--- src/rtl/irq_unit_pkg.sv ---
package irq_unit_pkg;

  // Register addresses
  localparam logic [7:0] ADDR_EXT_FLAGS = 8'h91;
  localparam logic [7:0] ADDR_STD_EN    = 8'ha8;
  localparam logic [7:0] ADDR_STD_PRI   = 8'hb8;
  localparam logic [7:0] ADDR_WAKE_CTRL = 8'hd8;
  localparam logic [7:0] ADDR_EXT_EN    = 8'he8;
  localparam logic [7:0] ADDR_EXT_PRI   = 8'hf8;

  // Source counts and indices in natural priority order
  localparam int NUM_STD  = 6;
  localparam int NUM_EXT  = 5;
  localparam int NUM_SRC  = 11;
  localparam int SRC_EXT0 = 0;
  localparam int SRC_EXT1 = 2;
  localparam int SRC_WAKE = 10;

  // Field positions
  localparam int GLOBAL_EN_BIT = 7;
  localparam int EXT_FLAG_LSB  = 4;
  localparam int WAKE_FLAG_BIT = 3;

  // Fixed read values of reserved bits
  localparam logic [7:0] STD_EN_FIXED   = 8'h00;
  localparam logic [7:0] STD_PRI_FIXED  = 8'h80;
  localparam logic [7:0] EXT_FLAG_FIXED = 8'h08;
  localparam logic [7:0] WAKE_FIXED     = 8'h40;
  localparam logic [7:0] EXT_FIXED      = 8'he0;

  // Reset values
  localparam logic [5:0] STD_RESET  = 6'h00;
  localparam logic [4:0] EXT_RESET  = 5'h00;
  localparam logic [3:0] FLAG_RESET = 4'h0;

  // Instruction cycle phases; external pins sampled at end of the fourth
  localparam logic [1:0] PHASE_RESET  = 2'h0;
  localparam logic [1:0] SAMPLE_PHASE = 2'h3;

  typedef logic [7:0] vec_t;
  typedef logic [3:0] src_idx_t;

  localparam vec_t VECTORS [NUM_SRC] = '{
    8'h03, 8'h0b, 8'h13, 8'h1b, 8'h23, 8'h2b,
    8'h43, 8'h4b, 8'h53, 8'h5b, 8'h63
  };

  typedef enum logic {ST_IDLE, ST_REQ} vec_state_t;

endpackage : irq_unit_pkg

--- src/rtl/mcu_interrupt_unit.sv ---
// Summary of operation
// - External pin 0, active low, edge/level, enable bit 0, vector 0x03
// - External pin 1, active low, edge/level, enable bit 2, vector 0x13
// - Timer 0 at 0x0b via enable bit 1; timer 1 at 0x1b via bit 3
// - Serial rx or tx flag shares vector 0x23, enable bit 4
// - Timer 2 overflow or external flag shares vector 0x2b, enable bit 5
// - Extended sources vector 0x43, 0x4b, 0x53, 0x5b, 0x63 in order
// - Global enable bit 7 masks every source when clear
// - Standard priority bit sits beside its enable; one means high level
// - Extended flags bits 4-7 plus wakeup bit 3; enables/levels bits 0-4
// - Rising address-hit edge sets extended flag bit 7
// - Rising packet-ready edge sets extended flag bit 6
// - SPI byte completion sets extended flag bit 5
// - Rising ADC done edge sets extended flag bit 4
// - Extended flags clear only by software write
// - Software writing a one to an extended flag raises its request
// - Reserved bits read fixed values
// - Level beats natural order; only higher level pre-empts a handler
// - One extra instruction after return or enable/priority write
// - External pins sampled once per instruction at end of phase four
// - Wakeup flag set by events, persists until software clears it
`timescale 1ns/1ps
`default_nettype none

module mcu_interrupt_unit (
  input  wire logic       clk_i,
  input  wire logic       nrst_i,
  input  wire logic [7:0] sfr_addr_i,
  input  wire logic       sfr_wr_i,
  input  wire logic       sfr_rd_i,
  input  wire logic [7:0] sfr_wdata_i,
  output logic      [7:0] sfr_rdata_o,
  input  wire logic       ext_irq0_pin_n_i,
  input  wire logic       ext_irq1_pin_n_i,
  input  wire logic       ext0_edge_mode_i,
  input  wire logic       ext1_edge_mode_i,
  input  wire logic       timer0_overflow_flag_i,
  input  wire logic       timer1_overflow_flag_i,
  input  wire logic       timer2_overflow_flag_i,
  input  wire logic       timer2_external_flag_i,
  input  wire logic       serial_tx_flag_i,
  input  wire logic       serial_rx_flag_i,
  input  wire logic       adc_done_irq_i,
  input  wire logic       spi_done_irq_i,
  input  wire logic       radio_packet_ready_i,
  input  wire logic       radio_address_hit_i,
  input  wire logic       wakeup_event_i,
  input  wire logic       instr_done_i,
  input  wire logic       return_from_irq_i,
  input  wire logic       irq_ack_i,
  output logic            irq_req_o,
  output logic      [7:0] irq_vector_o,
  output logic            ext0_flag_o,
  output logic            ext1_flag_o
);

  localparam int NS = irq_unit_pkg::NUM_SRC;

  logic [5:0]  std_en_q;
  logic        global_en_q;
  logic [5:0]  std_lvl_q;
  logic [4:0]  ext_en_q;
  logic [4:0]  ext_lvl_q;
  logic [3:0]  ext_flags_q;
  logic        wake_q;
  logic [1:0]  phase_q;
  logic [1:0]  ext_samp_q;
  logic [1:0]  ext_prev_q;
  logic [2:0]  rise_prev_q;
  logic        ins_hi_q;
  logic        ins_lo_q;
  logic        hold_q;
  logic        req_lvl_q;
  irq_unit_pkg::src_idx_t   req_src_q;
  irq_unit_pkg::vec_state_t state_q;

  logic        wr_extended_irq_flags;
  logic        wr_wake;
  logic        wr_ctrl;
  logic        sample_en;
  logic        vec_take;
  logic [3:0]  flag_set;
  logic [NS-1:0] pending;
  logic [NS-1:0] enable;
  logic [NS-1:0] level;
  logic [NS-1:0] eligible;
  logic        found;
  logic        found_lvl;
  irq_unit_pkg::src_idx_t best;
  logic [7:0]  rd_mux;

  assign wr_extended_irq_flags = sfr_wr_i && sfr_addr_i == irq_unit_pkg::ADDR_EXT_FLAGS;
  assign wr_wake = sfr_wr_i && sfr_addr_i == irq_unit_pkg::ADDR_WAKE_CTRL;
  assign wr_ctrl = sfr_wr_i && (sfr_addr_i == irq_unit_pkg::ADDR_STD_EN ||
                   sfr_addr_i == irq_unit_pkg::ADDR_STD_PRI ||
                   sfr_addr_i == irq_unit_pkg::ADDR_EXT_EN ||
                   sfr_addr_i == irq_unit_pkg::ADDR_EXT_PRI);

  // Control registers
  always_ff @(posedge clk_i or negedge nrst_i) begin
    if (!nrst_i) begin
      std_en_q    <= irq_unit_pkg::STD_RESET;
      global_en_q <= 1'b0;
      std_lvl_q   <= irq_unit_pkg::STD_RESET;
      ext_en_q    <= irq_unit_pkg::EXT_RESET;
      ext_lvl_q   <= irq_unit_pkg::EXT_RESET;
    end else if (sfr_wr_i) begin
      case (sfr_addr_i)
        irq_unit_pkg::ADDR_STD_EN: begin
          global_en_q <= sfr_wdata_i[irq_unit_pkg::GLOBAL_EN_BIT];
          std_en_q    <= sfr_wdata_i[5:0];
        end
        irq_unit_pkg::ADDR_STD_PRI: std_lvl_q <= sfr_wdata_i[5:0];
        irq_unit_pkg::ADDR_EXT_EN:  ext_en_q  <= sfr_wdata_i[4:0];
        irq_unit_pkg::ADDR_EXT_PRI: ext_lvl_q <= sfr_wdata_i[4:0];
        default: ;
      endcase
    end
  end

  // Instruction phase divider
  always_ff @(posedge clk_i or negedge nrst_i) begin
    if (!nrst_i) begin
      phase_q <= irq_unit_pkg::PHASE_RESET;
    end else begin
      phase_q <= phase_q + 2'h1;
    end
  end
  assign sample_en = phase_q == irq_unit_pkg::SAMPLE_PHASE;

  // External pin sampling and edge flags
  always_ff @(posedge clk_i or negedge nrst_i) begin
    if (!nrst_i) begin
      ext_samp_q <= 2'b11;
      ext_prev_q <= 2'b11;
    end else if (sample_en) begin
      ext_samp_q <= {ext_irq1_pin_n_i, ext_irq0_pin_n_i};
      ext_prev_q <= ext_samp_q;
    end
  end

  always_ff @(posedge clk_i or negedge nrst_i) begin
    if (!nrst_i) begin
      ext0_flag_o <= 1'b0;
      ext1_flag_o <= 1'b0;
    end else begin
      if (!ext0_edge_mode_i) begin
        ext0_flag_o <= !ext_samp_q[0];
      end else if (ext_prev_q[0] && !ext_samp_q[0] && sample_en) begin
        ext0_flag_o <= 1'b1;
      end else if (irq_ack_i && state_q == irq_unit_pkg::ST_REQ &&
                   req_src_q == 4'(irq_unit_pkg::SRC_EXT0)) begin
        ext0_flag_o <= 1'b0;
      end
      if (!ext1_edge_mode_i) begin
        ext1_flag_o <= !ext_samp_q[1];
      end else if (ext_prev_q[1] && !ext_samp_q[1] && sample_en) begin
        ext1_flag_o <= 1'b1;
      end else if (irq_ack_i && state_q == irq_unit_pkg::ST_REQ &&
                   req_src_q == 4'(irq_unit_pkg::SRC_EXT1)) begin
        ext1_flag_o <= 1'b0;
      end
    end
  end

  // Extended flag sources
  always_ff @(posedge clk_i or negedge nrst_i) begin
    if (!nrst_i) begin
      rise_prev_q <= 3'h0;
    end else begin
      rise_prev_q <= {radio_address_hit_i, radio_packet_ready_i,
                      adc_done_irq_i};
    end
  end

  assign flag_set[0] = adc_done_irq_i && !rise_prev_q[0];
  assign flag_set[1] = spi_done_irq_i;
  assign flag_set[2] = radio_packet_ready_i && !rise_prev_q[1];
  assign flag_set[3] = radio_address_hit_i && !rise_prev_q[2];

  // Set wins over a software write of zero
  always_ff @(posedge clk_i or negedge nrst_i) begin
    if (!nrst_i) begin
      ext_flags_q <= irq_unit_pkg::FLAG_RESET;
    end else if (wr_extended_irq_flags) begin
      ext_flags_q <= sfr_wdata_i[7:irq_unit_pkg::EXT_FLAG_LSB] |
                     flag_set;
    end else begin
      ext_flags_q <= ext_flags_q | flag_set;
    end
  end

  always_ff @(posedge clk_i or negedge nrst_i) begin
    if (!nrst_i) begin
      wake_q <= 1'b0;
    end else if (wr_wake) begin
      wake_q <= sfr_wdata_i[irq_unit_pkg::WAKE_FLAG_BIT] ||
                wakeup_event_i;
    end else if (wakeup_event_i) begin
      wake_q <= 1'b1;
    end
  end

  // Source table
  assign pending = {wake_q, ext_flags_q,
                    timer2_overflow_flag_i | timer2_external_flag_i,
                    serial_rx_flag_i | serial_tx_flag_i,
                    timer1_overflow_flag_i, ext1_flag_o,
                    timer0_overflow_flag_i, ext0_flag_o};
  assign enable  = {ext_en_q, std_en_q};
  assign level   = {ext_lvl_q, std_lvl_q};

  generate
    for (genvar i = 0; i < NS; i++) begin : g_src
      assign eligible[i] = global_en_q && enable[i] && pending[i] &&
                           (level[i] ? !ins_hi_q
                                     : !(ins_hi_q || ins_lo_q));
    end
  endgenerate

  // Level first, then lowest natural index
  always_comb begin
    found     = 1'b0;
    found_lvl = 1'b0;
    best      = '0;
    for (int i = NS - 1; i >= 0; i--) begin
      if (eligible[i] && level[i]) begin
        found     = 1'b1;
        found_lvl = 1'b1;
        best      = 4'(i);
      end
    end
    if (!found_lvl) begin
      for (int i = NS - 1; i >= 0; i--) begin
        if (eligible[i]) begin
          found = 1'b1;
          best  = 4'(i);
        end
      end
    end
  end

  // One-instruction hold after return or control write
  always_ff @(posedge clk_i or negedge nrst_i) begin
    if (!nrst_i) begin
      hold_q <= 1'b0;
    end else if (return_from_irq_i || wr_ctrl) begin
      hold_q <= 1'b1;
    end else if (instr_done_i) begin
      hold_q <= 1'b0;
    end
  end

  assign vec_take = state_q == irq_unit_pkg::ST_IDLE && instr_done_i &&
                    !hold_q && found;

  // Vector request to the core
  always_ff @(posedge clk_i or negedge nrst_i) begin
    if (!nrst_i) begin
      state_q      <= irq_unit_pkg::ST_IDLE;
      irq_req_o    <= 1'b0;
      irq_vector_o <= 8'h00;
      req_src_q    <= '0;
      req_lvl_q    <= 1'b0;
    end else begin
      case (state_q)
        irq_unit_pkg::ST_IDLE: begin
          if (vec_take) begin
            state_q      <= irq_unit_pkg::ST_REQ;
            irq_req_o    <= 1'b1;
            irq_vector_o <= irq_unit_pkg::VECTORS[best];
            req_src_q    <= best;
            req_lvl_q    <= level[best];
          end
        end
        irq_unit_pkg::ST_REQ: begin
          if (irq_ack_i) begin
            state_q   <= irq_unit_pkg::ST_IDLE;
            irq_req_o <= 1'b0;
          end
        end
        default: begin
          state_q   <= irq_unit_pkg::ST_IDLE;
          irq_req_o <= 1'b0;
        end
      endcase
    end
  end

  // In-service tracking
  always_ff @(posedge clk_i or negedge nrst_i) begin
    if (!nrst_i) begin
      ins_hi_q <= 1'b0;
      ins_lo_q <= 1'b0;
    end else if (irq_ack_i && state_q == irq_unit_pkg::ST_REQ) begin
      if (req_lvl_q) begin
        ins_hi_q <= 1'b1;
      end else begin
        ins_lo_q <= 1'b1;
      end
    end else if (return_from_irq_i) begin
      if (ins_hi_q) begin
        ins_hi_q <= 1'b0;
      end else begin
        ins_lo_q <= 1'b0;
      end
    end
  end

  // Register read
  always_comb begin
    case (sfr_addr_i)
      irq_unit_pkg::ADDR_STD_EN:
        rd_mux = irq_unit_pkg::STD_EN_FIXED |
                 {global_en_q, 1'b0, std_en_q};
      irq_unit_pkg::ADDR_STD_PRI:
        rd_mux = irq_unit_pkg::STD_PRI_FIXED | {2'b00, std_lvl_q};
      irq_unit_pkg::ADDR_EXT_FLAGS:
        rd_mux = irq_unit_pkg::EXT_FLAG_FIXED | {ext_flags_q, 4'h0};
      irq_unit_pkg::ADDR_WAKE_CTRL:
        rd_mux = irq_unit_pkg::WAKE_FIXED | {4'h0, wake_q, 3'h0};
      irq_unit_pkg::ADDR_EXT_EN:
        rd_mux = irq_unit_pkg::EXT_FIXED | {3'h0, ext_en_q};
      irq_unit_pkg::ADDR_EXT_PRI:
        rd_mux = irq_unit_pkg::EXT_FIXED | {3'h0, ext_lvl_q};
      default:
        rd_mux = 8'h00;
    endcase
  end

  always_ff @(posedge clk_i or negedge nrst_i) begin
    if (!nrst_i) begin
      sfr_rdata_o <= 8'h00;
    end else if (sfr_rd_i) begin
      sfr_rdata_o <= rd_mux;
    end
  end
endmodule : mcu_interrupt_unit

`default_nettype wire

--- config.mk ---
export PLATFORM = sky130hd
export DESIGN_NAME = mcu_interrupt_unit
export DESIGN_NICKNAME = d
export VERILOG_FILES = /design/src/rtl/irq_unit_pkg.sv /design/src/rtl/mcu_interrupt_unit.sv
export SDC_FILE = /design/constraint.sdc
export NUM_CORES = 1
export LEC_CHECK = 0
export BUFFER_PORTS_ARGS = -buffer_cell sky130_fd_sc_hd__buf_2
export CAP_MARGIN = 0
export CORE_ASPECT_RATIO = 0.5
export CORE_MARGIN = 1
export CORE_UTILIZATION = 51
export CTS_BUF_LIST = sky130_fd_sc_hd__clkbuf_16
export DETAILED_ROUTE_END_ITERATION = 7
export GPL_TIMING_DRIVEN = 0
export PLACE_DENSITY = 0.76
export RECOVER_POWER = 50
export SLEW_MARGIN = 20
export SYNTH_ARGS = -nofsm -noshare
export SYNTH_HDL_FRONTEND = slang
export SYNTH_SLANG_ARGS = --single-unit
--- constraint.sdc ---
create_clock -name clk_i -period 2.2 [get_ports clk_i]
set_input_delay 0.55 -clock clk_i [delete_from_list [all_inputs] [get_ports clk_i]]
set_output_delay 0.55 -clock clk_i [all_outputs]
set_load 0.05 [all_outputs]
Yosys cells after proc, flatten, opt, wreduce, memory -nomap -nowiden
Memories as Yosys holds them, arrays and structs flattened. A register that Yosys moved wholly into a read port is not among the register bits.
Index checks and enable logic that the tools add are counted.
{ "op_classes": {"add_sub_neg": 1, "n_lt_le_gt_ge": 1, "n_eq_ne": 15, "n_mux": 84, "n_bitwise": 6, "reduce_logical": 87} }
{ "op_table": {"columns": ["operator", "n"], "rows": [
  ["$mux W4", 24],
  ["$logic_and A1 B1 Y1", 60],
  ["$mux W1", 56],
  ["$eq A8 B8 Y1 const B", 6],
  ["$pmux W8 S6", 1],
  ["$reduce_and A2 Y1", 7],
  ["$logic_not A1 Y1", 9],
  ["$ne A2 B2 Y1 const B", 4],
  ["$or A4 B4 Y4", 2],
  ["$logic_or A1 B1 Y1", 6],
  ["$ne A3 B1 Y1 const B", 2],
  ["$reduce_bool A2 Y1", 3],
  ["$lt A4 B5 Y1 const B", 1],
  ["$not A4 Y5", 1],
  ["$bmux W1 S4", 1],
  ["$eq A4 B2 Y1 const B", 1],
  ["$logic_not A4 Y1", 1],
  ["$pmux W1 S2", 2],
  ["$reduce_and A3 Y1", 1],
  ["$add A2 B1 Y2 const B", 1],
  ["$eq A2 B2 Y1 const B", 1],
  ["$ne A2 B1 Y1 const B", 1],
  ["$or A1 B1 Y1", 2],
  ["$not A1 Y1", 1]
]} }
{ "totals": {"register_bits": 57, "mem_bits_ro": 128, "inputBits": 38, "memories": 1} }
{ "mem_list": {"columns": ["memory", "words", "word_bits", "read_ports", "rd_clocked_by_memory_dff", "write_ports", "line", "text"], "rows": [
  ["(no name shown)", 16, 8, 1, 1, 0, "mcu_interrupt_unit.sv:271", "irq_vector_o <= irq_unit_pkg::VECTORS[best];"]
]} }

Depth between registers and ports, before layout
Gate-level depths: netlist of the first run.
{ "depth": {"depth_word": 30, "mapped_depth": 13} }

Least setup slack after synthesis of the first run
Ideal clock, no wire load.
{ "synth_timing": {"kind": "input to register", "from": "in timer2_external_flag_i", "to": "reg irq_vector_o[4]", "setup_time_ps": 74, "arrival_ps": 2213, "required_ps": 2126, "path_slack_ps": -87, "stages": 8, "n_path_buf": 0, "path_cell_list": "nor2_1 a2bb2oi_1 o211ai_1 or3_4 a41o_1 nand2b_1 mux2_4 o21ai_2"} }
{ "synth_via": {"elab_chain_cells": 23, "elab_cells_between_ends": 38} }
{ "synth_lines": {"columns": ["item", "line", "text"], "rows": [
  ["start: declaration", "mcu_interrupt_unit.sv:40", "input wire logic timer2_external_flag_i,"],
  ["$or A1 B1 Y1 *", "mcu_interrupt_unit.sv:206", "timer2_overflow_flag_i | timer2_external_flag_i,"],
  ["$logic_and A1 B1 Y1 * (2 in series)", "mcu_interrupt_unit.sv:215", "assign eligible[i] = global_en_q && enable[i] && pending[i] &&"],
  ["$logic_and A1 B1 Y1", "mcu_interrupt_unit.sv:227", "if (eligible[i] && level[i]) begin"],
  ["$mux W4 (6 in series)", "mcu_interrupt_unit.sv:227", null],
  ["$mux W4 (11 in series)", "mcu_interrupt_unit.sv:235", "if (eligible[i]) begin"],
  ["$mux W4", "mcu_interrupt_unit.sv:233", "if (!found_lvl) begin"],
  ["$not A4 Y5 (not written as such)", "mcu_interrupt_unit.sv:271", null],
  ["end: declaration", "mcu_interrupt_unit.sv:52", "output logic [7:0] irq_vector_o,"]
]} }
Mark *: on every way between the ends. The rest lies on a longest branch, timed or not.
A chain may end at the register's enable or synchronous reset.

Worst setup path in the final report of the first run
{ "layout_timing": {"from": "reg ins_hi_q", "to": "reg req_lvl_q"} }
{ "layout_via": {"elab_chain_cells": 30, "elab_cells_between_ends": 86} }
{ "layout_lines": {"columns": ["item", "line", "text"], "rows": [
  ["start: declaration", "mcu_interrupt_unit.sv:70", "logic ins_hi_q;"],
  ["start signal: assignment", "mcu_interrupt_unit.sv:293", "ins_hi_q <= 1'b0;"],
  ["start signal: assignment", "mcu_interrupt_unit.sv:297", "ins_hi_q <= 1'b1;"],
  ["start signal: assignment", "mcu_interrupt_unit.sv:303", "ins_hi_q <= 1'b0;"],
  ["$logic_or A1 B1 Y1", "mcu_interrupt_unit.sv:217", ": !(ins_hi_q || ins_lo_q));"],
  ["$logic_not A1 Y1", "mcu_interrupt_unit.sv:217", null],
  ["$mux W1", "mcu_interrupt_unit.sv:216", "(level[i] ? !ins_hi_q"],
  ["$logic_and A1 B1 Y1", "mcu_interrupt_unit.sv:215", null],
  ["$logic_and A1 B1 Y1", "mcu_interrupt_unit.sv:227", null],
  ["$mux W4 (11 in series)", "mcu_interrupt_unit.sv:227", null],
  ["$mux W4 (11 in series)", "mcu_interrupt_unit.sv:235", null],
  ["$mux W4", "mcu_interrupt_unit.sv:233", null],
  ["$bmux W1 S4", "mcu_interrupt_unit.sv:273", "req_lvl_q <= level[best];"],
  ["$mux W1 (not written as such)", "mcu_interrupt_unit.sv:273", null],
  ["end signal: assignment", "mcu_interrupt_unit.sv:273", null],
  ["end: declaration", "mcu_interrupt_unit.sv:73", "logic req_lvl_q;"]
]} }
Several ways; a longest one is shown, not always the timed one. The select of a mux whose other input is x is not followed.

==> results of run 1 <==
==> area by class of cell <==
class | count | area share, %
Multi-Input combinational cell | 211 | 42.2
Sequential cell | 62 | 36.3
Inverter | 19 | 1.66
Buffer | 14 | 2.30
Tap cell | 88 | 2.56
Clock buffer | 9 | 5.24
Timing Repair Buffer | 67 | 9.06
Clock inverter | 7 | 0.641
==> per-stage QoR <==
stage / TNS [ps] / area, sq um / power [W]
floorplan: -8.81 / 3350 / 0.00140
global placement: -6540 / 3730 / 0.00150
detailed placement: -8740 / 3730 / 0.00151
CTS: -412 / 4210 / 0.00273
global route: -1760 / 4300 / 0.00284
finish: -542 / 4300 / 0.00273
==> cells by family (layout without fill, tap and decap cells) <==
family          count (synthesis)  in the layout  share of synthesized area [%]
compound gates                 78             78                           15.9
fa+ha+maj                       1              1                          0.374
buf+inv                        34            116                           5.05
flops                          62             62                           46.6
mux                            42             42                           15.6
other cells                     1              2                          0.112
simple gates                   88             88                           16.3
==> placed cells by master (no fill, tap or decap), types with 4 or more instances in the layout <==
| cell type | netlist | final |
|---|---|---|
| mux2_2 | 28 | 28 |
| nand2_1 | 18 | 14 |
| mux4_2 | 5 | 5 |
| buf_2 | 0 | 52 |
| nand2b_1 | 5 | 4 |
| a31oi_1 | 8 | 6 |
| nand4_1 | 4 | 4 |
| dfstp_2 | 4 | 4 |
| inv_1 | 19 | 23 |
| nor2b_1 | 5 | 5 |
| buf_6 | 3 | 8 |
| o21ai_1 | 0 | 4 |
| o211ai_1 | 4 | 4 |
| dfrtp_1 | 58 | 55 |
| clkbuf_1 | 7 | 6 |
| a21oi_2 | 0 | 4 |
| a21oi_1 | 13 | 9 |
| buf_4 | 5 | 12 |
| nor2_1 | 12 | 11 |
| clkbuf_16 | 0 | 9 |
| mux2i_1 | 8 | 8 |
| o21ai_0 | 20 | 14 |
| and2_1 | 4 | 4 |
| nand3_1 | 9 | 7 |
==> path summary, 6_finish.rpt <==
path	from	cells past startpoint	slack (ps)	to
min in group asynchronous	nrst_i	1	580	ext_flags_q[3]
max reg2reg	ins_hi_q	8	-190	req_lvl_q
min reg2reg	rise_prev_q[2]	1	420	ext_flags_q[3]
max in group asynchronous	nrst_i	1	590	ext1_flag_o
max	ins_hi_q	8	-190	req_lvl_q
min	radio_packet_ready_i	1	330	rise_prev_q[1]
==> flip-flops by register name, indices dropped and copies added, names as in the netlist, 2 cells and up <==
signal	count
ext_en_q	5
ext_flags_q	4
ext_lvl_q	5
ext_prev_q	2
ext_samp_q	2
irq_vector_o	5
phase_q	2
req_src_q	4
rise_prev_q	3
sfr_rdata_o	8
std_en_q	6
std_lvl_q	6
==> per-layer routing <==
layer | part of all wire (%) | routed length [microns] | global-route usage (%)
met1 | 45 | 3950 | 38.1
met3 | 5.6 | 494 | 8.79
met2 | 48 | 4250 | 46.5
met4 | 2.0 | 179 | 9.71
met5 | 0 | 0 | 0
==> power groups by stage <==
stage / Sequential (W) / Clock, W / Combinational, W
after floorplan: 0.00128 / 0 / 0.000114
after global placement: 0.00125 / 0 / 0.000256
after detailed placement: 0.00125 / 0 / 0.000264
after CTS: 0.00123 / 0.00122 / 0.000274
after global routing: 0.00124 / 0.00129 / 0.000305
final: 0.00124 / 0.00121 / 0.000282
==> timing repair <==
action,CTS,global route
gates cloned,1,0
buffers inserted,8,5
resized for setup,32,21
pin swaps,9,9
setup endpoints to repair,18,13
==> cells in the mapped netlist, types with 3 or more instances <==
master	number
a21oi_1	13
o2111a_1	3
buf_4	5
nand4b_1	3
o211ai_1	4
nor2_1	12
and3_1	3
inv_1	19
mux2_2	28
nand4_1	4
dfstp_2	4
nand3_1	9
nor2b_1	5
and2_1	4
clkbuf_1	7
mux4_2	5
a31oi_1	8
dfrtp_1	58
nor3b_1	3
mux2i_1	8
buf_6	3
nand2b_1	5
nand2_1	18
o21ai_0	20
==> worst max-delay path, cell delays in order (launching register included) <==
cell and delay [ps]:
dfrtp_2 480, nand4b_1 290, or2_4 310, o221ai_2 210, a31oi_2 150, a31oi_4 210
mux2i_1 210, mux2i_1 100, a221o_1 310
==> key figures, run 1 <==
Outcome
  – Status: complete, but fails checks
  – Failing checks: capacitance limit, slew limit, setup timing

Clock network
  – Maximum buffer depth of the clock tree: 2
  – CTS tree: built
  – Clock insertion delay at the later pin of the skew report: roughly 340 ps
  – TritonCTS Buffers: 9
  – H-tree Lvls: 3
  – CTS Sinks: a little over 60
  – Root buf cell: clkbuf_16
  – Clk slew on worst S/H paths: approximately 50 ps
  – Post-CTS Hold Fix Bufs: 0

Setup path
  – CP Capture Type: flop
  – CP arrival: 2610 ps
  – Worst Setup Start Kind: flop
  – Crit Path Max Fanout: 9
  – Crit path kind: reg2reg
  – Req. time, crit path: between 2000 and 2500 ps

Timing
  – Post-route minimum period: 2390 ps
  – Final Setup Violations: 9
  – F_max: roughly 420 MHz
  – Worst slew pin tran: ~1500 ps
  – Final Hold Vio Count: 0
  – RSZ-0062 raised after global routing: true
  – Final Cycle Share: 109%
  – Fin Hold WS: about 330 ps
  – Relative slew margins: -1.30%
  – Final WS setup: -190 ps
  – Slew Limit Fails: between 60 and 70
  – Clock skew: between 5 and 6 ps

Finish
  – Fillcell total: 507
  – Register area: 1560 sq um
  – Total Nets Final: between 400 and 500
  – Ant diodes: 0
  – Area grow syn2layout: 28.5%
  – Area of the multi-input gates: about 1800 sq um
  – Finished Layout Cells: about 480
  – Layout cell share with drive strength beyond 1: a little over two fifths
  – Post-layout util: between 60% and 70%

Synth
  – Unique masters post-synth: 65
  – Asr flop ratio synth: 100%
  – Synth warn: 0
  – Yosys top cell area share: between 40% and 50%
  – Cell taking the most area after synthesis: dfrtp_1
  – Synthesized flop and latch total: just over 60
  – Cell Area, Synth: roughly 3300 sq um
  – Sequential area share after synthesis: a little under half
  – Mapped Cells: slightly above 300
  – Syn Area/Cell: roughly 11 sq um
  – Number of flops mapped to enable cells by yosys: 0
  – Area contributors post-synth: dfrtp_1 43%, mux2_2 9.4%, mux4_2 3.4%, dfstp_2 3.1%, o21ai_0 3.0%
  – Ys flop type: dfrtp_1

Drt
  – Routed Antenna Nets: 0
  – Initial DRC Count: between 200 and 250
  – Drt total wl: slightly below 9 mm
  – Routed wire per std cell: 18.6 microns
  – Vias per cell: roughly 6
  – DR DRC count: 0
  – DR vias: 2,830
  – Drt pass-1 iters: 4

Pwr
  – Sequential Power Share: a little under half
  – Clock share of power: around 44%
  – Switching power share of the total: roughly 26%
  – Combinational power share: about 10%
  – Max VDD drop: roughly 0.00048 V
  – Cell Pwr Density: roughly 640 nW/um^2
  – Internal Power: 0.00203 W
  – P_sw: between 0.0006 and 0.0007 W
  – Leakage power: about 2 nW

Place
  – Pre-CTS WS: -534 ps
  – RD Place Congestion: 0.902
  – Number of port buffers: 53
  – Final HPWL DP: about 6 mm
  – Dpl cells: approximately 450

GRT
  – Grt ovf: 0
  – Largest net degree at the start of global routing: 63
  – Initial antenna violation count: 0
  – First-pass GRT wire length: 14.3 mm
  – Total global-route track usage: between 20% and 30%
  – Vias in the first global route: between 2k and 3k

Die
  – Row count: 20
  – Die Footprint: around 7000 sq um
  – Starting Density: 53.9%
  – Die height: between 50 and 60 microns
  – I/O Pins: 57
  – Core ar.: about 6200 sq um
  – Die X: approximately 120 microns

Hold path
  – HP Class: in2reg

Flow run
  – Max_cap viols: 1
No activity file was read; power rests on OpenSTA's default activity.
==> run 2, diff against run 1 <==
CORE_UTILIZATION = 40   (was 51)
PLACE_DENSITY = not set   (was 0.76)
==> key figures, run 2 (synthesized netlist as in run 1, its figures left out) <==
Drt
  – Initial DRC Count: between 100 and 150
  – DR vias: between 2k and 3k
  – Drt pass-1 iters: 6
  – Vias per cell: 5.42
  – Routed wire per std cell: ~18 microns
  – Drt total wl: between 9 and 10 mm
  – DR DRC count: 0
  – Routed Antenna Nets: 0

GRT
  – First-pass GRT wire length: roughly 14 mm
  – Vias in the first global route: approximately 2.7k
  – Total global-route track usage: between 20% and 30%
  – Initial antenna violation count: 0
  – Largest net degree at the start of global routing: 63
  – Grt ovf: 0

Place
  – Number of port buffers: 53
  – DP Area: approximately 3800 sq um
  – Final HPWL DP: 6.36 mm
  – RD Place Congestion: about 0.86

Setup path
  – CP arrival: about 2700 ps
  – R2R setup slack: -230 ps
  – Crit Path Max Fanout: 8
  – Crit Reg-Reg Startpoint: ins_hi_q
  – FF-to-FF End: req_lvl_q
  – Worst Setup Start Kind: flop
  – Req. time, crit path: about 2400 ps
  – Crit path kind: reg2reg
  – CP Capture Type: flop
  – Depth of the worst register-to-register path: 9

Timing
  – Post-route minimum period: approximately 2400 ps
  – Final WS setup: -234 ps
  – Final Cycle Share: 111%
  – Relative slew margins: -2.55%
  – Fin Hold WS: 323 ps
  – Final Setup Violations: 12
  – Worst slew pin tran: between 1500 and 2000 ps
  – F_max: 411 MHz
  – RSZ-0062 raised after global routing: true
  – Slew Limit Fails: 63
  – Final Hold Vio Count: 0
  – Clock skew: ~7.6 ps

Finish
  – Most common cell after layout, fill and taps aside: dfrtp_1
  – Top flop regs: sfr_rdata_o (8), std_en_q (6), std_lvl_q (6)
  – Max reg flops: 8
  – Post-route cell area: roughly 4400 sq um
  – Total Nets Final: roughly 430
  – Ant diodes: 0
  – Area grow syn2layout: 31.5%
  – Commonest cells after routing, fill and taps aside: 55 x dfrtp_1, 52 x buf_2, 28 x mux2_2
  – Layout cell share with drive strength beyond 1: between 40% and 50%
  – Fillcell total: between 700 and 800
  – Largest register by flop count: sfr_rdata_o

Clock network
  – TritonCTS Buffers: 9
  – H-tree Lvls: 3
  – Post-CTS Hold Fix Bufs: 0
  – Clk slew on worst S/H paths: around 60 ps
  – Root buf cell: clkbuf_16
  – CTS tree: built
  – CTS Sinks: 62
  – Maximum buffer depth of the clock tree: 2
  – Clock insertion delay at the later pin of the skew report: around 340 ps

Die
  – Die Footprint: slightly below 9000 sq um
  – Starting Density: between 40 and 50%
  – I/O Pins: 57
  – Die height: around 67 microns
  – Core ar.: 8060 sq um
  – Row count: 23
  – Die X: ~130 microns

Hold path
  – Hold Path Stages: 1
  – HP Class: in2reg
  – Worst hold start: radio_packet_ready_i
  – Min-Delay Endpoint: rise_prev_q[1]

Outcome
  – Failing checks: capacitance limit, slew limit, setup timing
  – Status: complete, but fails checks

Flow run
  – Max_cap viols: 1

Pwr
  – Leakage power: 2.03 nW
  – Cell Pwr Density: 655 nW/um^2
  – Max VDD drop: between 0.0003 and 0.0004 V
## run 2: changes by cell type in the layout (fill, tap and decap cells not counted), sizes merged
cell      delta
inv          -3
clkinvlp     +1
buf          +6
bufinv       +1
clkbuf       +2
## run 2: stage by stage
step,setup TNS (ps),util (%),setup WS (ps),std cells,power (W)
2_1_floorplan,-8.81,-,-4.79,307,0.00140
4_1_cts,-386,53.1,-214,502,0.00290
6_report,-1320,54.6,-234,508,0.00288
3_3_place_gp,-8390,46.6,-496,472,0.00151
5_1_grt,-2670,54.6,-349,508,0.00300
3_5_place_dp,-12610,46.6,-649,472,0.00152
## run 2: worst max-delay path by stage
stage / start / to / slack, ps
3_3_place_gp: sfr_addr_i[1] / std_lvl_q[0] / -500
4_1_cts: ins_hi_q / req_lvl_q / -210
6_report: ins_hi_q / req_lvl_q / -230
2_1_floorplan: global_en_q / req_lvl_q / -5
5_1_grt: global_en_q / req_lvl_q / -350
3_5_place_dp: sfr_addr_i[1] / std_lvl_q[4] / -650
## run 2: power breakdown
group / internal (W) / switching (W)
Clock: 0.000856 / 0.000503
Sequential: 0.00119 / 0.0000434
Combinational: 0.000113 / 0.000177
## run 2: worst max-delay path, cell delays in order, from the launching register on
cell	delay (ps)
dfrtp_2	470
nor2b_4	330
buf_8	170
o211ai_4	90
o2111a_1	170
o311ai_4	310
a31oi_4	150
mux2i_1	190
mux2i_1	110
a221o_1	300
## run 2: timing repair
| item | 4_1_cts | 5_1_grt |
|---|---|---|
| setup endpoints to repair | 19 | 20 |
| pin swaps | 12 | 6 |
| gates resized for setup | 31 | 11 |
| hold endpoints to repair | 0 | 0 |
| buffers inserted | 15 | 5 |
| gates cloned | 1 | 1 |
## run 2: layer usage
metal	up-vias	share of wire, %	wire (microns)	global-route usage, %
met1	1354	47	4250	29.9
met4	0	0.82	75	8.43
met5	-	0	0	0
met3	6	5.2	470	6.32
met2	72	47	4300	34.8
li1	1321	-	-	-
## run 2: cell type report
class,count,area [sq um],area share [%]
clock inverters,6,55.1,1.25
multi-input cells,211,1770,40.3
inverters,19,71.3,1.62
well taps,112,140,3.19
clock buffers,9,225,5.12
repair buffers,75,468,10.6
plain buffers,14,104,2.36
flip-flops and latches,62,1560,35.5
==> run 3, diff against run 2 <==
CELL_PAD_IN_SITES_DETAIL_PLACEMENT = 0   (was not set)
CELL_PAD_IN_SITES_GLOBAL_PLACEMENT = 1   (was not set)
PLACE_DENSITY_LB_ADDON = 0.1   (was not set)
==> key figures, run 3 (synthesized netlist as in run 1, its figures left out) <==
Die
  – Die Footprint: 8750 sq um
  – Row count: 23
  – Core ar.: around 8100 sq um
  – I/O Pins: 57
  – Starting Density: 41.5%
  – Die height: ~67 microns
  – Die X: around 130 microns

Place
  – Number of port buffers: 53
  – Pre-CTS WS: -635 ps
  – RD Place Congestion: between 0.8 and 0.9
  – Final HPWL DP: about 6.3 mm

Setup path
  – Crit path cell chain: nand4b_1 > or2_4 > o221ai_4 > a31oi_4 > a31oi_4 > mux2i_2 > mux2i_1 > a221o_1
  – CP Capture Type: flop
  – Crit path kind: reg2reg
  – Crit Path Max Fanout: 8
  – Req. time, crit path: ~2400 ps
  – Cell mode on critical path: a31oi_4
  – Slowest stage cell, crit path: dfrtp_2
  – CP arrival: 2670 ps
  – CP max stage delay: roughly 480 ps
  – Worst Setup Start Kind: flop

Timing
  – Post-route minimum period: between 2000 and 2500 ps
  – Final WS setup: -260 ps
  – Slew Limit Fails: 63
  – RSZ-0062 raised after global routing: true
  – Worst slew pin tran: between 1500 and 2000 ps
  – F_max: 406 MHz
  – Final Hold Vio Count: 0
  – Relative slew margins: -3.00%
  – Clock skew: between 3 and 4 ps
  – Final Setup Violations: 12
  – Final Cycle Share: 112%

Finish
  – Max reg flops: 8
  – Fillcell total: between 700 and 800
  – Total Nets Final: roughly 430
  – Ant diodes: 0
  – Top flop regs: sfr_rdata_o (8), std_en_q (6), std_lvl_q (6)
  – Commonest cells after routing, fill and taps aside: 54 x dfrtp_1, 51 x buf_2, 28 x mux2_2
  – Layout cell share with drive strength beyond 1: approximately 44%
  – Largest register by flop count: sfr_rdata_o
  – Most common cell after layout, fill and taps aside: dfrtp_1
  – Area grow syn2layout: 32.7%

Drt
  – Drt pass-1 iters: 4
  – Vias per cell: around 5.5
  – Routed wire per std cell: around 17 microns
  – Top Metal Used: met4
  – Drt total wl: between 8 and 9 mm
  – Met1 wire length: around 4.5 mm
  – Met2 WL post-DR: between 3 and 4 mm
  – DR vias: ~2.8k
  – DR DRC count: 0
  – Routed wl met3: ~460 microns
  – Initial DRC Count: about 220
  – Routed Antenna Nets: 0

Outcome
  – Failing checks: capacitance limit, slew limit, setup timing
  – Status: complete, but fails checks

Flow run
  – Max_cap viols: 1

Clock network
  – Clk slew on worst S/H paths: about 50 ps
  – Clock insertion delay at the later pin of the skew report: approximately 330 ps
  – TritonCTS Buffers: 9
  – H-tree Lvls: 3
  – Post-CTS Hold Fix Bufs: 0
  – CTS tree: built
  – CTS Sinks: 62
  – Maximum buffer depth of the clock tree: 2
  – Root buf cell: clkbuf_16

GRT
  – Total global-route track usage: about 22%
  – First-pass GRT wire length: 14.4 mm
  – Initial antenna violation count: 0
  – Grt ovf: 0
  – Largest net degree at the start of global routing: 63
  – Vias in the first global route: approximately 2.7k

Pwr
  – Leakage power: 2.03 nW
  – Max VDD drop: ~0.00038 V
  – Total power: ~0.0027 W
  – Cell Pwr Density: 616 nW/um^2

Hold path
  – HP Class: in2reg
-- run 3: cell count changes in the layout (fill, tap and decap cells not counted), moves of 2 or more --
cell / previous run / this run
a21oi_4: 0 / 2
clkinv_1: 1 / 5
inv_1: 20 / 18
o21ai_2: 1 / 3
clkbuf_1: 6 / 8
clkbuf_2: 3 / 1
nand2_1: 16 / 14
o21ai_1: 5 / 3
buf_6: 5 / 8
-- run 3: layer usage --
metal	GRT usage, %	vias to the layer above
met1	30.0	1391
met2	34.5	74
li1	-	1318
met5	0	-
met3	5.78	7
met4	7.12	0
-- run 3: path summary, 6_finish.rpt --
path                                            from             end  slack, ps  cells past startpoint
worst max-delay path                        ins_hi_q       req_lvl_q       -260                      8
worst min-delay path            radio_packet_ready_i  rise_prev_q[1]        340                      1
worst max register to register              ins_hi_q       req_lvl_q       -260                      8
worst min register to register        rise_prev_q[0]  ext_flags_q[0]        420                      1
max in group asynchronous                     nrst_i        ins_hi_q        560                      1
min in group asynchronous                     nrst_i  sfr_rdata_o[2]        600                      1
-- run 3: worst max-delay path, delay by kind of cell, from the launching register on --
kind / cells / cell delay (ps)
simple gates: 2 / 640
mux: 2 / 360
compound gates: 4 / 860
flops: 1 / 480
-- run 3: stage by stage --
step	instances	TNS [ps]	area, sq um	util (%)	hold WS (ps)
after floorplan	307	-8.81	3350	-	254
after global placement	472	-9550	3760	46.6	409
after detailed placement	472	-10010	3760	46.6	415
after CTS	499	-389	4200	52.1	325
after global routing	509	-2070	4440	55.1	332
final	509	-1170	4440	55.1	337
-- run 3: cell type report --
class / instances / area, sq um / area share (%)
multi-input combinational: 211 / 1840 / 41.4
tap: 112 / 140 / 3.16
sequential: 62 / 1560 / 35.2
buffer: 14 / 103 / 2.31
clock buffer: 9 / 225 / 5.07
inverter: 19 / 71.3 / 1.61
clock inverter: 7 / 31.3 / 0.705
timing repair buffer: 75 / 468 / 10.5
-- run 3: timing repair --
| action | 4_1_cts | 5_1_grt |
|---|---|---|
| setup buffers | 11 | 10 |
| resized for setup | 24 | 35 |
| cloned | 0 | 1 |
| endpoints found under the setup margin | 18 | 16 |
| pin swaps | 4 | 18 |
-- run 3: where the power goes --
group	leakage, nW	internal [W]	switching (W)	total (W)
registers	0.778	0.00119	0.0000441	0.00123
logic	1.13	0.000108	0.000173	0.000281
clock network	0.123	0.000738	0.000482	0.00122
